File: src/ffs_pkg.sv
// constants and types shared by the fifo status flag block
`default_nettype none
package ffs_pkg;
    localparam int DATA_W = 9;
    localparam int OFS_W = 12;
    localparam int SUM_W = 14;
    localparam logic [OFS_W-1:0] OFS_DEFAULT = 12'h007;
    localparam int OFS_LO_W = 8;
    localparam logic [DATA_W-1:0] QOUT_RESET = 9'h000;
    localparam int SYNC_STAGES = 2;
    // pin vector positions after the synchroniser
    localparam int PIN_RST_N = 0;
    localparam int PIN_WCLK = 1;
    localparam int PIN_RCLK = 2;
    localparam int PIN_WRITE_ENABLE_PRIMARY_N_N = 3;
    localparam int PIN_SECOND_WRITE_ENABLE_OR_OFFSET_LOAD = 4;
    localparam int PIN_RENA_N = 5;
    localparam int PIN_RENB_N = 6;
    localparam int PIN_OE_N = 7;
    localparam int PIN_DATA = 8;
    localparam int PIN_W = PIN_DATA + DATA_W;
    // register byte addresses
    localparam logic [7:0] ADDR_STATUS = 8'h00;
    localparam logic [7:0] ADDR_COUNT = 8'h04;
    localparam logic [7:0] ADDR_EMPTY_OFS = 8'h08;
    localparam logic [7:0] ADDR_FULL_OFS = 8'h0C;
    localparam logic [7:0] ADDR_CONTROL = 8'h10;
    // status field positions
    localparam int ST_FULL_N = 0;
    localparam int ST_AFULL_N = 1;
    localparam int ST_AEMPTY_N = 2;
    localparam int ST_EMPTY_N = 3;
    localparam int ST_DEPTH_MODE = 4;
    localparam int ST_IN_RESET = 5;
    localparam int CTRL_FLUSH = 0;
    localparam logic CTRL_RESET = 1'b0;
    // offset register walk order
    typedef enum logic [1:0] {
        OFS_EMPTY_LO = 2'b00,
        OFS_EMPTY_HI = 2'b01,
        OFS_FULL_LO = 2'b10,
        OFS_FULL_HI = 2'b11
    } ffs_ofs_sel_t;
endpackage : ffs_pkg
`default_nettype wire

File: src/ffs_sync.sv
// two-stage synchroniser for a vector of pin levels
`timescale 1ns/1ps
`default_nettype none
module ffs_sync #(
    parameter int W = 1
) (
    input wire logic mclk,
    input wire logic sys_rst,
    input wire logic [W-1:0] async_in,
    output logic [W-1:0] sync_out
);
    logic [W-1:0] meta_reg;

    // first stage feeds only the second stage
    always_ff @(posedge mclk) begin
        if (sys_rst) begin
            meta_reg <= '0;
            sync_out <= '0;
        end else begin
            meta_reg <= async_in;
            sync_out <= meta_reg;
        end
    end
endmodule : ffs_sync
`default_nettype wire

File: src/ffs_mem.sv
// flip-flop storage array with one write and one read index
`timescale 1ns/1ps
`default_nettype none
module ffs_mem #(
    parameter int W = 9,
    parameter int ADDR_W = 6
) (
    input wire logic mclk,
    input wire logic wr_en,
    input wire logic [ADDR_W-1:0] wr_addr,
    input wire logic [W-1:0] wr_data,
    input wire logic [ADDR_W-1:0] rd_addr,
    output logic [W-1:0] rd_data
);
    logic [W-1:0] mem_reg [2**ADDR_W];

    // store one word per accepted write
    always_ff @(posedge mclk) begin
        if (wr_en) begin
            mem_reg[wr_addr] <= wr_data;
        end
    end

    // word under the read index
    assign rd_data = mem_reg[rd_addr];
endmodule : ffs_mem
`default_nettype wire

File: src/ffs_top.sv
// dual-clock 9-bit fifo with status flags, offset registers and apb view
//
// The APB register port and the address map were left to the implementer.
`timescale 1ns/1ps
`default_nettype none
module ffs_top
    import ffs_pkg::*;
#(
    parameter int ADDR_W = 6
) (
    input wire logic mclk,
    input wire logic sys_rst,
    input wire logic [7:0] paddr,
    input wire logic psel,
    input wire logic penable,
    input wire logic pwrite,
    input wire logic [31:0] pwdata,
    output logic [31:0] prdata,
    output logic pready,
    output logic pslverr,
    input wire logic reset_n,
    input wire logic write_clk,
    input wire logic read_clk,
    input wire logic [ffs_pkg::DATA_W-1:0] write_data_bus,
    input wire logic write_enable_primary_n,
    input wire logic second_write_enable_or_offset_load,
    input wire logic read_enable_a_n,
    input wire logic read_enable_b_n,
    input wire logic output_enable_n,
    output logic [ffs_pkg::DATA_W-1:0] read_data_bus,
    output logic read_data_bus_oe,
    output logic full_flag_n,
    output logic almost_full_flag_n,
    output logic almost_empty_flag_n,
    output logic empty_flag_n
);
    import ffs_pkg::*;

    // pointers carry one extra bit so full and empty differ
    localparam int CNT_W = ADDR_W + 1;
    localparam logic [CNT_W-1:0] DEPTH = CNT_W'(2**ADDR_W);

    // synchronised pins, pointers, offsets and bus decode
    logic [PIN_W-1:0] pin_raw;
    logic [PIN_W-1:0] pin_s;
    logic wclk_d_reg;
    logic rclk_d_reg;
    logic wclk_rise;
    logic rclk_rise;
    logic dev_rst;
    logic depth_mode_reg;
    logic flush_reg;
    logic [CNT_W-1:0] wptr_reg;
    logic [CNT_W-1:0] rptr_reg;
    logic [CNT_W-1:0] wptr_next;
    logic [CNT_W-1:0] rptr_next;
    logic [CNT_W-1:0] cnt_w;
    logic [CNT_W-1:0] cnt_r;
    logic [CNT_W-1:0] cnt_w_after;
    logic [CNT_W-1:0] cnt_r_after;
    logic [OFS_W-1:0] empty_ofs_reg;
    logic [OFS_W-1:0] full_ofs_reg;
    ffs_ofs_sel_t wsel_reg;
    ffs_ofs_sel_t rsel_reg;
    logic [DATA_W-1:0] mem_q;
    logic [DATA_W-1:0] ofs_q;
    logic load_sel;
    logic fifo_wr_req;
    logic ofs_wr_req;
    logic both_ren;
    logic wr_ok;
    logic rd_ok;
    logic ofs_wr;
    logic ofs_rd;
    logic [SUM_W-1:0] af_sum;
    logic [SUM_W-1:0] ae_cnt;
    logic apb_hit;
    logic apb_wr;
    logic [31:0] rd_word;
    logic rd_valid;

    // pin levels gathered for one synchroniser
    assign pin_raw[PIN_RST_N] = reset_n;
    assign pin_raw[PIN_WCLK] = write_clk;
    assign pin_raw[PIN_RCLK] = read_clk;
    assign pin_raw[PIN_WRITE_ENABLE_PRIMARY_N_N] = write_enable_primary_n;
    assign pin_raw[PIN_SECOND_WRITE_ENABLE_OR_OFFSET_LOAD] = second_write_enable_or_offset_load;
    assign pin_raw[PIN_RENA_N] = read_enable_a_n;
    assign pin_raw[PIN_RENB_N] = read_enable_b_n;
    assign pin_raw[PIN_OE_N] = output_enable_n;
    assign pin_raw[PIN_DATA +: DATA_W] = write_data_bus;

    ffs_sync #(
        .W(PIN_W)
    ) u_sync (
        .mclk(mclk),
        .sys_rst(sys_rst),
        .async_in(pin_raw),
        .sync_out(pin_s)
    );

    // edge detectors on the synchronised pin clocks
    always_ff @(posedge mclk) begin
        if (sys_rst) begin
            wclk_d_reg <= 1'b0;
            rclk_d_reg <= 1'b0;
        end else begin
            wclk_d_reg <= pin_s[PIN_WCLK];
            rclk_d_reg <= pin_s[PIN_RCLK];
        end
    end

    // one-cycle pulse on each pin clock rise
    assign wclk_rise = pin_s[PIN_WCLK] & ~wclk_d_reg;
    assign rclk_rise = pin_s[PIN_RCLK] & ~rclk_d_reg;
    // device reset overrides any clock edge seen meanwhile
    assign dev_rst = sys_rst | ~pin_s[PIN_RST_N] | flush_reg;

    // role of the dual-purpose pin caught while reset is held
    always_ff @(posedge mclk) begin
        if (sys_rst) begin
            depth_mode_reg <= 1'b0;
        end else if (dev_rst) begin
            depth_mode_reg <= pin_s[PIN_SECOND_WRITE_ENABLE_OR_OFFSET_LOAD];
        end
    end

    // write and read qualification
    assign load_sel = ~depth_mode_reg & ~pin_s[PIN_SECOND_WRITE_ENABLE_OR_OFFSET_LOAD];
    assign fifo_wr_req = ~pin_s[PIN_WRITE_ENABLE_PRIMARY_N_N] & pin_s[PIN_SECOND_WRITE_ENABLE_OR_OFFSET_LOAD];
    assign ofs_wr_req = load_sel & ~pin_s[PIN_WRITE_ENABLE_PRIMARY_N_N];
    assign both_ren = ~pin_s[PIN_RENA_N] & ~pin_s[PIN_RENB_N];
    // counts from pointers sampled at the flag's own edge
    assign cnt_w = wptr_reg - rptr_reg;
    assign cnt_r = wptr_reg - rptr_reg;
    // accesses qualified by the synchronised clock edges
    assign wr_ok = wclk_rise & fifo_wr_req & (cnt_w != DEPTH);
    assign rd_ok = rclk_rise & both_ren & ~load_sel & (cnt_r != '0);
    assign ofs_wr = wclk_rise & ofs_wr_req;
    assign ofs_rd = rclk_rise & both_ren & load_sel;
    // next pointers and counts seen after this edge's access
    assign wptr_next = wptr_reg + CNT_W'(wr_ok);
    assign rptr_next = rptr_reg + CNT_W'(rd_ok);
    assign cnt_w_after = wptr_next - rptr_reg;
    assign cnt_r_after = wptr_reg - rptr_next;
    // almost-full threshold sum, wide enough for any offset
    assign af_sum = SUM_W'(cnt_w) + SUM_W'(full_ofs_reg);
    // count widened to the sum width for the compare against the empty offset
    assign ae_cnt = SUM_W'(cnt_r);

    // storage written at the write pointer, read at the read pointer
    ffs_mem #(
        .W(DATA_W),
        .ADDR_W(ADDR_W)
    ) u_mem (
        .mclk(mclk),
        .wr_en(wr_ok),
        .wr_addr(wptr_reg[ADDR_W-1:0]),
        .wr_data(pin_s[PIN_DATA +: DATA_W]),
        .rd_addr(rptr_reg[ADDR_W-1:0]),
        .rd_data(mem_q)
    );

    // pointers return to the first location in reset
    always_ff @(posedge mclk) begin
        if (dev_rst) begin
            wptr_reg <= '0;
            rptr_reg <= '0;
        end else begin
            wptr_reg <= wptr_next;
            rptr_reg <= rptr_next;
        end
    end

    // offset registers loaded in walk order
    always_ff @(posedge mclk) begin
        if (dev_rst) begin
            empty_ofs_reg <= OFS_DEFAULT;
            full_ofs_reg <= OFS_DEFAULT;
            wsel_reg <= OFS_EMPTY_LO;
        end else if (ofs_wr) begin
            unique case (wsel_reg)
                OFS_EMPTY_LO: begin
                    empty_ofs_reg[OFS_LO_W-1:0] <= pin_s[PIN_DATA +: OFS_LO_W];
                end
                OFS_EMPTY_HI: begin
                    empty_ofs_reg[OFS_W-1:OFS_LO_W] <=
                        pin_s[PIN_DATA +: (OFS_W - OFS_LO_W)];
                end
                OFS_FULL_LO: begin
                    full_ofs_reg[OFS_LO_W-1:0] <= pin_s[PIN_DATA +: OFS_LO_W];
                end
                OFS_FULL_HI: begin
                    full_ofs_reg[OFS_W-1:OFS_LO_W] <=
                        pin_s[PIN_DATA +: (OFS_W - OFS_LO_W)];
                end
            endcase
            wsel_reg <= ffs_ofs_sel_t'(wsel_reg + 2'b01);
        end
    end

    // offset readback walk on the read side
    always_ff @(posedge mclk) begin
        if (dev_rst) begin
            rsel_reg <= OFS_EMPTY_LO;
        end else if (ofs_rd) begin
            rsel_reg <= ffs_ofs_sel_t'(rsel_reg + 2'b01);
        end
    end

    // offset byte selected for readback
    always_comb begin
        ofs_q = '0;
        unique case (rsel_reg)
            OFS_EMPTY_LO: ofs_q = DATA_W'(empty_ofs_reg[OFS_LO_W-1:0]);
            OFS_EMPTY_HI: ofs_q = DATA_W'(empty_ofs_reg[OFS_W-1:OFS_LO_W]);
            OFS_FULL_LO: ofs_q = DATA_W'(full_ofs_reg[OFS_LO_W-1:0]);
            OFS_FULL_HI: ofs_q = DATA_W'(full_ofs_reg[OFS_W-1:OFS_LO_W]);
        endcase
    end

    // output register and its drive enable
    always_ff @(posedge mclk) begin
        if (dev_rst) begin
            read_data_bus <= QOUT_RESET;
        end else if (rd_ok) begin
            read_data_bus <= mem_q;
        end else if (ofs_rd) begin
            read_data_bus <= ofs_q;
        end
    end

    // drive enable follows its pin through the synchroniser
    always_ff @(posedge mclk) begin
        if (sys_rst) begin
            read_data_bus_oe <= 1'b0;
        end else begin
            read_data_bus_oe <= ~pin_s[PIN_OE_N];
        end
    end

    // write side flags
    always_ff @(posedge mclk) begin
        if (dev_rst) begin
            full_flag_n <= 1'b1;
            almost_full_flag_n <= 1'b1;
        end else if (wclk_rise) begin
            full_flag_n <= (cnt_w_after != DEPTH);
            // taken before this edge's write: a write here lands one past
            almost_full_flag_n <= (af_sum < SUM_W'(DEPTH));
        end
    end

    // read side flags
    always_ff @(posedge mclk) begin
        if (dev_rst) begin
            empty_flag_n <= 1'b0;
            almost_empty_flag_n <= 1'b0;
        end else if (rclk_rise) begin
            empty_flag_n <= (cnt_r_after != '0);
            // taken before this edge's read: a read here lands one below
            almost_empty_flag_n <= (ae_cnt > SUM_W'(empty_ofs_reg));
        end
    end

    // apb slave with one wait state
    assign apb_hit = psel & penable & pready;
    assign apb_wr = apb_hit & pwrite & (paddr == ADDR_CONTROL);

    // ready pulses in the second access cycle only
    always_ff @(posedge mclk) begin
        if (sys_rst) begin
            pready <= 1'b0;
        end else begin
            pready <= psel & penable & ~pready;
        end
    end

    // control register: flush holds the fifo in reset
    always_ff @(posedge mclk) begin
        if (sys_rst) begin
            flush_reg <= CTRL_RESET;
        end else if (apb_wr) begin
            flush_reg <= pwdata[CTRL_FLUSH];
        end
    end

    // read decode
    always_comb begin
        rd_word = '0;
        rd_valid = 1'b1;
        unique case (paddr)
            ADDR_STATUS: begin
                rd_word[ST_FULL_N] = full_flag_n;
                rd_word[ST_AFULL_N] = almost_full_flag_n;
                rd_word[ST_AEMPTY_N] = almost_empty_flag_n;
                rd_word[ST_EMPTY_N] = empty_flag_n;
                rd_word[ST_DEPTH_MODE] = depth_mode_reg;
                rd_word[ST_IN_RESET] = dev_rst;
            end
            ADDR_COUNT: rd_word = 32'(cnt_w);
            ADDR_EMPTY_OFS: rd_word = 32'(empty_ofs_reg);
            ADDR_FULL_OFS: rd_word = 32'(full_ofs_reg);
            ADDR_CONTROL: rd_word[CTRL_FLUSH] = flush_reg;
            default: rd_valid = 1'b0;
        endcase
    end

    // answer registered with the ready
    always_ff @(posedge mclk) begin
        if (sys_rst) begin
            prdata <= 32'h0000_0000;
            pslverr <= 1'b0;
        end else if (psel & penable & ~pready) begin
            prdata <= pwrite ? 32'h0000_0000 : rd_word;
            pslverr <= ~rd_valid;
        end else begin
            prdata <= 32'h0000_0000;
            pslverr <= 1'b0;
        end
    end
endmodule : ffs_top
`default_nettype wire

File: config.mk
export PLATFORM = sky130hd
export DESIGN_NAME = ffs_top
export DESIGN_NICKNAME = d
export VERILOG_FILES = /design/src/ffs_pkg.sv /design/src/ffs_sync.sv /design/src/ffs_mem.sv /design/src/ffs_top.sv
export SDC_FILE = /design/constraint.sdc
export NUM_CORES = 1
export LEC_CHECK = 0
export BUFFER_PORTS_ARGS = -buffer_cell sky130_fd_sc_hd__buf_2
export CAP_MARGIN = 5
export CORE_MARGIN = 2
export CORE_UTILIZATION = 60
export CTS_BUF_LIST = sky130_fd_sc_hd__clkbuf_4
export CTS_CLUSTER_DIAMETER = 200
export DETAILED_ROUTE_END_ITERATION = 8
export HOLD_SLACK_MARGIN = 0.06
export PLACE_DENSITY = 0.76
export SLEW_MARGIN = 10
export SYNTH_ARGS = -nofsm -noshare
export SYNTH_HDL_FRONTEND = slang
export SYNTH_SLANG_ARGS = --single-unit
File: constraint.sdc
create_clock -name mclk -period 7.72 [get_ports mclk]
set_input_delay 0.386 -clock mclk [delete_from_list [all_inputs] [get_ports mclk]]
set_output_delay 0.386 -clock mclk [all_outputs]
set_load 0.01 [all_outputs]
=== After elaboration in Yosys (flattened, before gate mapping) ===
Memory sizes are Yosys's and may differ from the RTL's. A register that Yosys moved wholly into a read port is not among the register bits.
Cells that the tools add are included.

* Shift-type cells: 0
* Add/sub/neg operators: 8
* Bitwise logic cells: 33
* Multiplexer cells: 10
* Equal/unequal tests: 12
* Order comparisons: 2
* $mul: 0
* Div/mod/pow operators: 0
* Reduce and logical (&&, ||, !) cells: 13

{| class="wikitable"
|+ Operators with widths
! operator !! number
|-
| 9-bit case mux with 4 select lines || 1
|-
| 7-bit subtractor || 3
|-
| 5-bit case mux with 4 select lines || 1
|-
| 1-bit bitwise AND || 18
|-
| 9-bit two-way mux || 2
|-
| 6-bit case mux with 3 select lines || 1
|-
| 8-bit by 4-bit == test with 1-bit output (second input constant) || 2
|-
| 7-bit by 1-bit adder with 7-bit output || 2
|-
| 7-bit inequality test (second input constant) || 2
|-
| 7-bit nonzero test || 2
|-
| 7-bit by 12-bit adder with 13-bit output || 1
|-
| 13-bit by 7-bit < comparator with 1-bit output (second input constant) || 1
|-
| 1-bit NOT || 13
|-
| 7-bit by 12-bit > comparator with 1-bit output || 1
|-
| 2-bit == test (second input constant) || 4
|-
| 8-bit by 3-bit == test with 1-bit output (second input constant) || 1
|-
| 8-bit by 5-bit == test with 1-bit output (second input constant) || 1
|-
| 8-bit logical NOT || 1
|-
| 2-bit AND reduction || 4
|-
| 6-bit two-way mux || 1
|-
| 1-bit case mux with 5 select lines || 1
|-
| 5-bit OR reduction || 1
|-
| 2-bit by 1-bit adder with 2-bit output (second input constant) || 2
|-
| 2-bit by 1-bit == test with 1-bit output (second input constant) || 2
|-
| other kinds (6) || 10
|}

* Logic and storage cells: 102
* Memories: 1
* Bits in writable memories: 576
* Latch bits: 0
* Memory bits (read-only): 0
* Flip-flop bits (word level): 128
* Output and inout bits: 48

{| class="wikitable"
|+ Memory list
! memory !! words !! bits a word !! read ports !! clocked after memory_dff !! wr ports !! line !! text
|-
| u_mem.mem_reg || 64 || 9 || 1 || 1 || 1 || ffs_mem.sv:15 || <nowiki>logic [W-1:0] mem_reg [2**ADDR_W];</nowiki>
|}

=== Depth between registers and ports, before layout ===
* Depth in word-level cells: 8
* Gate-level depth with buffers: 20

=== Hierarchy ===
Synthesis repeated with hierarchy kept, for this count alone.

* Cells, all modules: 1,626
* Area, all modules: 27,946.8 um^2

{| class="wikitable"
|+ By module, submodules not included
! module !! cells an instance !! seq. area each (um^2) !! area an instance (um^2) !! instances
|-
| ffs_mem || 1,011 || 17,296.6 || 22,414.0 || 1
|-
| ffs_top || 544 || 1,481.4 || 4,595.7 || 1
|-
| ffs_sync || 71 || 680.7 || 937.1 || 1
|}

=== Worst setup path before layout ===
OpenSTA, ideal clock, no wires.

* Kind: register to register
* Start point: reg rptr_reg[1]
* End point: reg empty_flag_n
* Library setup time: 145 ps
* Path slack: 2,788 ps
* Stages on the path, launching flop included: 17
* Path buffers: 2
* Arrival: 4,788 ps
* Clock period less this slack: 4,932 ps
* Cell sequence: dfxtp_1 > buf_2 > inv_1 > buf_1 > fa_1 > or3b_2 > nor4_2 > a21oi_1 > ha_1 > xnor2_1 > ha_1 > nor2b_1 > a211o_1 > o2bb2ai_1 > or4_1 > a2111oi_0 > a221oi_1

* Cells in the longest elaborated chain, start to end: 6

{| class="wikitable"
|+ RTL lines
! what !! line !! text
|-
| from (decl) || ffs_top.sv:54 || <nowiki>logic [CNT_W-1:0] rptr_reg;</nowiki>
|-
| from (signal assigned) || ffs_top.sv:171 || <nowiki>rptr_reg <= rptr_next;</nowiki>
|-
| 7-bit subtractor || ffs_top.sv:135 || <nowiki>assign cnt_r = wptr_reg - rptr_reg;</nowiki>
|-
| 7-bit nonzero test || ffs_top.sv:138 || <nowiki>assign rd_ok = rclk_rise & both_ren & ~load_sel & (cnt_r != '0);</nowiki>
|-
| 1-bit bitwise AND || ffs_top.sv:138 ||
|-
| 7-bit by 1-bit adder with 7-bit output * || ffs_top.sv:143 || <nowiki>assign rptr_next = rptr_reg + CNT_W'(rd_ok);</nowiki>
|-
| 7-bit subtractor * || ffs_top.sv:145 || <nowiki>assign cnt_r_after = wptr_reg - rptr_next;</nowiki>
|-
| 7-bit nonzero test * || ffs_top.sv:260 || <nowiki>empty_flag_n <= (cnt_r_after != '0);</nowiki>
|-
| to (signal assigned) || ffs_top.sv:260 ||
|-
| to (decl) || ffs_top.sv:35 || <nowiki>output logic empty_flag_n</nowiki>
|}

Mark *: on every way between the ends. The rest lies on a longest branch, timed or not.
A chain may end at the register's enable or synchronous reset.

=== Worst setup path in the final report ===
* Start point: reg rptr_reg[3]
* End point: reg empty_flag_n

The elaborated chain is that of the path after synthesis.

==> out/results.txt <==
After detailed routing, the average wire length per cell comes to 23.9 um. IR analysis of the VDD net gives a maximum drop of 0.103 mV. The H-tree was split into 4 levels.

Once detail routing completed, the nets flagged for antenna violations numbered 0. The die covers 47,200 um2. The standard cell core area came out at 45,200 um2. The tools report the number of CTS-inserted buffers as 161. The fraction of layout cells with a size suffix above 1 came out at 26.6%. The total of flip-flops plus latches after synthesis is 684, and the maximum number of pins on one net before global-route repair is 108. Kind of start point of the critical path: a flop. The worst-path maximum fanout was 25; the post-DP HPWL was 35,000 um. For the normalized max-slew margin, the log shows 15.1%. The number of rows in the core area is 78, and the residual DRC count is 0.

For the number of cells upsized or downsized after cts, the log shows 0. The flip-flop count of the largest register, all copies and words added came out at 576. Most frequent cell after synthesis: sky130_fd_sc_hd__edfxtp_1. Most common flop cell mapped by yosys: sky130_fd_sc_hd__edfxtp_1. Final weighted congestion in routability-driven placement: 0.910. The capture point of the worst reg-to-reg path is empty_flag_n$_SDFFE_PP0P_.

The first global-routing pass estimated 90,200 um of wire. The tools report the endpoint of the worst setup timing path as empty_flag_n$_SDFFE_PP0P_. Summed over all instances, the cell type with the most area after synthesis is sky130_fd_sc_hd__edfxtp_1. The top-area cell type share of the netlist area is 63.3%, and the number of primary I/O pins is 110. The floorplan die height is 217 um.

The overall fraction of global-route tracks in use was 25.9%. The final layout contains routed wiring with a total length of 59,900 um. The tools report the post-synthesis sequential area ratio as 71.2%.

The number of violations of the max-capacitance limit was 0. TritonCTS built the clock tree. Ranked by total cell area, the synthesized netlist is headed by sky130_fd_sc_hd__edfxtp_1 63%, sky130_fd_sc_hd__mux4_2 13%, sky130_fd_sc_hd__dfxtp_1 7.9%. The number of port buffers came out at 58. The detailed-route via count came out at 15.4k. The initial antenna violation count is 2, and the total global routing overflow is 0. The final hold violation count was 0; the number of enable-type register cells in the synthesized netlist was 576.

The maximum buffer depth of the clock tree came out at 3. In this run the worst setup path begins at rptr_reg[3]$_SDFF_PP0_. The post-synthesis share of cell area spent on and, or, nand and nor gates is 6.24%.

The layout-stage area growth over the synthesis result was 12.4%. After the first detailed-routing iteration, the DRC count stood at 1,708. The setup check on the worst reg-to-reg path leaves a slack of 1.94 ns. Buffers added to address setup during post-CTS repair amount to 0. The analysis attributes to cell leakage a power of 11.3 nW. Setup repair after global routing left no endpoint under its margin. Data arrival at the endpoint of the critical path: 6.52 ns. Once layout is complete, the utilization of the core stands at 67.9%. The worst hold path cell count is 1, and the worst path required time is 8.46 ns. In this run the clock root is driven by a sky130_fd_sc_hd__clkbuf_4. Dividing total power by cell area gives a power density of 227 nW/um2.

The count of non-filler cells in the finished layout was 2,511; the number of nets in the layout was 1,891. The worst hold path belongs to the class flop to flop. A synthesized cell averages 17.4 um2. For the max-slew violation total from the final report, the log shows 0.

The gate count after technology mapping is 1,571. The later pin in the worst-skew pair is clocked with a latency of 0.92 ns. Setup violations remaining at the end of the flow were counted as 0.

After synthesis, the share of cell area in mux cells is 13.3%. After synthesis, the most frequently instantiated cells are 576 x sky130_fd_sc_hd__edfxtp_1, 152 x sky130_fd_sc_hd__mux4_2, 109 x sky130_fd_sc_hd__nor2_1. After clock tree synthesis, the clock-pin slew on the worst setup and hold paths is 0.07 ns.

Clock tree synthesis found a total of 684 sinks. The shortest period the worst path allows works out to 5.78 ns. The setup path with the least slack is of type flop to flop. Clock skew after layout: 0.0575 ns.

After Yosys synthesis, full adders, half adders and majority gates account for 1.99% of the synthesized area. The run gives 15.5k as the via count of the first global-routing pass. The tools report the kind of end point of the critical path as a flop. From left edge to right edge, the die measures 217 um. The run finished with clean final reports. For the total instance count after detailed placement, the log shows 2,174.

For this run, the detailed router's first-pass iteration total came to 8. At the pin with the least slew margin, the transition time is 1.27 ns. The tools report the top achievable clock speed as 173 MHz. The synthesis warning total is 0, and the final cycle utilization of the critical path is 74.8%. The total negative slack for setup checks was 0 ns.

The main combinational cell family by area after synthesis is multiplexers. The netlist uses 63 different library cells. The path depth of the worst reg2reg path came out at 16. The async set-reset flop share out of synthesis was 0%. The ratio of routed vias to standard cells works out to 6.13.

The tools report the summed instance area of the synthesized netlist as 27,300 um2. The xor and xnor fraction of the mapped netlist area was 0.802%. For the starting density of the core, the log shows 60.5%. The synthesized netlist devotes 4.32% of its cell area to compound gates. The startpoint identified for the worst register-to-register timing path is rptr_reg[3]$_SDFF_PP0_.

Final hold analysis gives a worst-case slack of 0.376 ns.
per-stage QoR:
step / area (um2) / worst slack (ns) / power [mW]
2_1_floorplan: 27400 / 2.79 / 4.13
3_3_place_gp: 28100 / 2.14 / 4.16
3_5_place_dp: 28100 / 2.10 / 4.16
4_1_cts: 30700 / 2.05 / 7.03
5_1_grt: 30700 / 1.45 / 7.23
6_report: 30700 / 1.94 / 6.98
repair_timing:
| item | 4_1_cts | 5_1_grt |
|---|---|---|
| hold buffers | 50 | 0 |
| endpoints found under the hold margin | 52 | 0 |
| setup endpoints to repair | 0 | 0 |
cells by family (layout without fill, tap and decap cells):
family                   after synthesis  count (layout)
AO/OA/AOI/OAI                        168             168
adder cells (fa/ha/maj)               43              43
buffers and inverters                119             439
flip-flops                           684             684
AND/OR/NAND/NOR                      359             359
XOR/XNOR                              25              25
other                                  1              21
multiplexers                         172             172
final cells by class:
cell class | count | area, um2
timing repair buffer | 127 | 946
fill | 2928 | 14500
multi-input combinational | 787 | 7350
clock buffer | 242 | 1820
sequential | 684 | 19500
inverter | 26 | 97.6
antenna | 1 | 2.50
clock inverter | 44 | 254
tap | 600 | 751
worst min-delay path by stage:
| stage | from | end |
|---|---|---|
| floorplan | u_sync.sync_out[7]$_SDFF_PP0_ | read_data_bus_oe$_SDFF_PP0_ |
| global placement | u_sync.sync_out[7]$_SDFF_PP0_ | read_data_bus_oe$_SDFF_PP0_ |
| detailed placement | u_sync.sync_out[7]$_SDFF_PP0_ | read_data_bus_oe$_SDFF_PP0_ |
| CTS | paddr[5] | pslverr$_SDFF_PP0_ |
| global route | u_sync.sync_out[7]$_SDFF_PP0_ | read_data_bus_oe$_SDFF_PP0_ |
| finish | u_sync.sync_out[7]$_SDFF_PP0_ | read_data_bus_oe$_SDFF_PP0_ |
report_power, final:
group	internal [mW]	total, mW	switching (mW)
Clock	1.50	2.88	1.37
Combinational	0.0344	0.100	0.0660
Sequential	3.99	4.00	0.00826
Total	5.53	6.98	1.45
routing by layer:
| metal | vias to the layer above | part of all wire, % | wire length, um | GRT usage, % |
|---|---|---|---|---|
| met5 | - | 0.030 | 18 | 0 |
| met4 | 2 | 2.8 | 1690 | 10.9 |
| met3 | 130 | 9.7 | 5800 | 6.04 |
| met2 | 876 | 50 | 29700 | 41.9 |
| met1 | 7627 | 38 | 22700 | 34.4 |
| li1 | 6752 | - | - | - |
critical path, stage by stage (launching register included):
cell	delay [ns]
sky130_fd_sc_hd__dfxtp_1	1.01
sky130_fd_sc_hd__inv_2	0.36
sky130_fd_sc_hd__ha_1	0.45
sky130_fd_sc_hd__o21ai_0	0.12
sky130_fd_sc_hd__a21oi_1	0.17
sky130_fd_sc_hd__o311ai_1	0.26
sky130_fd_sc_hd__nor4_2	0.65
sky130_fd_sc_hd__a21oi_1	0.20
sky130_fd_sc_hd__ha_1	0.27
sky130_fd_sc_hd__xnor2_1	0.16
sky130_fd_sc_hd__ha_1	0.34
sky130_fd_sc_hd__nor2b_1	0.15
sky130_fd_sc_hd__a211o_1	0.30
sky130_fd_sc_hd__o2bb2ai_1	0.16
sky130_fd_sc_hd__or4_1	0.47
sky130_fd_sc_hd__a2111oi_0	0.40
sky130_fd_sc_hd__a221oi_1	0.13
layout by cell type (no fill, tap or decap), types with 8 or more instances in the layout:
| master | Yosys | layout |
|---|---|---|
| sky130_fd_sc_hd__clkinv_1 | 1 | 28 |
| sky130_fd_sc_hd__mux4_2 | 152 | 152 |
| sky130_fd_sc_hd__buf_2 | 19 | 58 |
| sky130_fd_sc_hd__o22ai_1 | 9 | 9 |
| sky130_fd_sc_hd__a221o_1 | 9 | 9 |
| sky130_fd_sc_hd__ha_1 | 41 | 41 |
| sky130_fd_sc_hd__a22o_1 | 11 | 11 |
| sky130_fd_sc_hd__nand3_1 | 57 | 57 |
| sky130_fd_sc_hd__nor2_1 | 109 | 109 |
| sky130_fd_sc_hd__nor2b_1 | 49 | 49 |
| sky130_fd_sc_hd__o21ai_0 | 18 | 18 |
| sky130_fd_sc_hd__conb_1 | 1 | 20 |
| sky130_fd_sc_hd__and2_1 | 12 | 12 |
| sky130_fd_sc_hd__nor3_1 | 11 | 11 |
| sky130_fd_sc_hd__inv_1 | 23 | 23 |
| sky130_fd_sc_hd__a221oi_1 | 12 | 12 |
| sky130_fd_sc_hd__xnor2_1 | 17 | 17 |
| sky130_fd_sc_hd__clkbuf_4 | 0 | 242 |
| sky130_fd_sc_hd__dfxtp_1 | 108 | 96 |
| sky130_fd_sc_hd__nand2_1 | 81 | 81 |
| sky130_fd_sc_hd__dfxtp_2 | 0 | 10 |
| sky130_fd_sc_hd__buf_4 | 23 | 18 |
| sky130_fd_sc_hd__a21oi_1 | 46 | 46 |
| sky130_fd_sc_hd__xor2_1 | 8 | 8 |
| sky130_fd_sc_hd__dlygate4sd3_1 | 0 | 50 |
| sky130_fd_sc_hd__mux2i_1 | 19 | 19 |
| sky130_fd_sc_hd__edfxtp_1 | 576 | 576 |
| sky130_fd_sc_hd__a22oi_1 | 13 | 13 |
(Power assumes the default switching activity.)
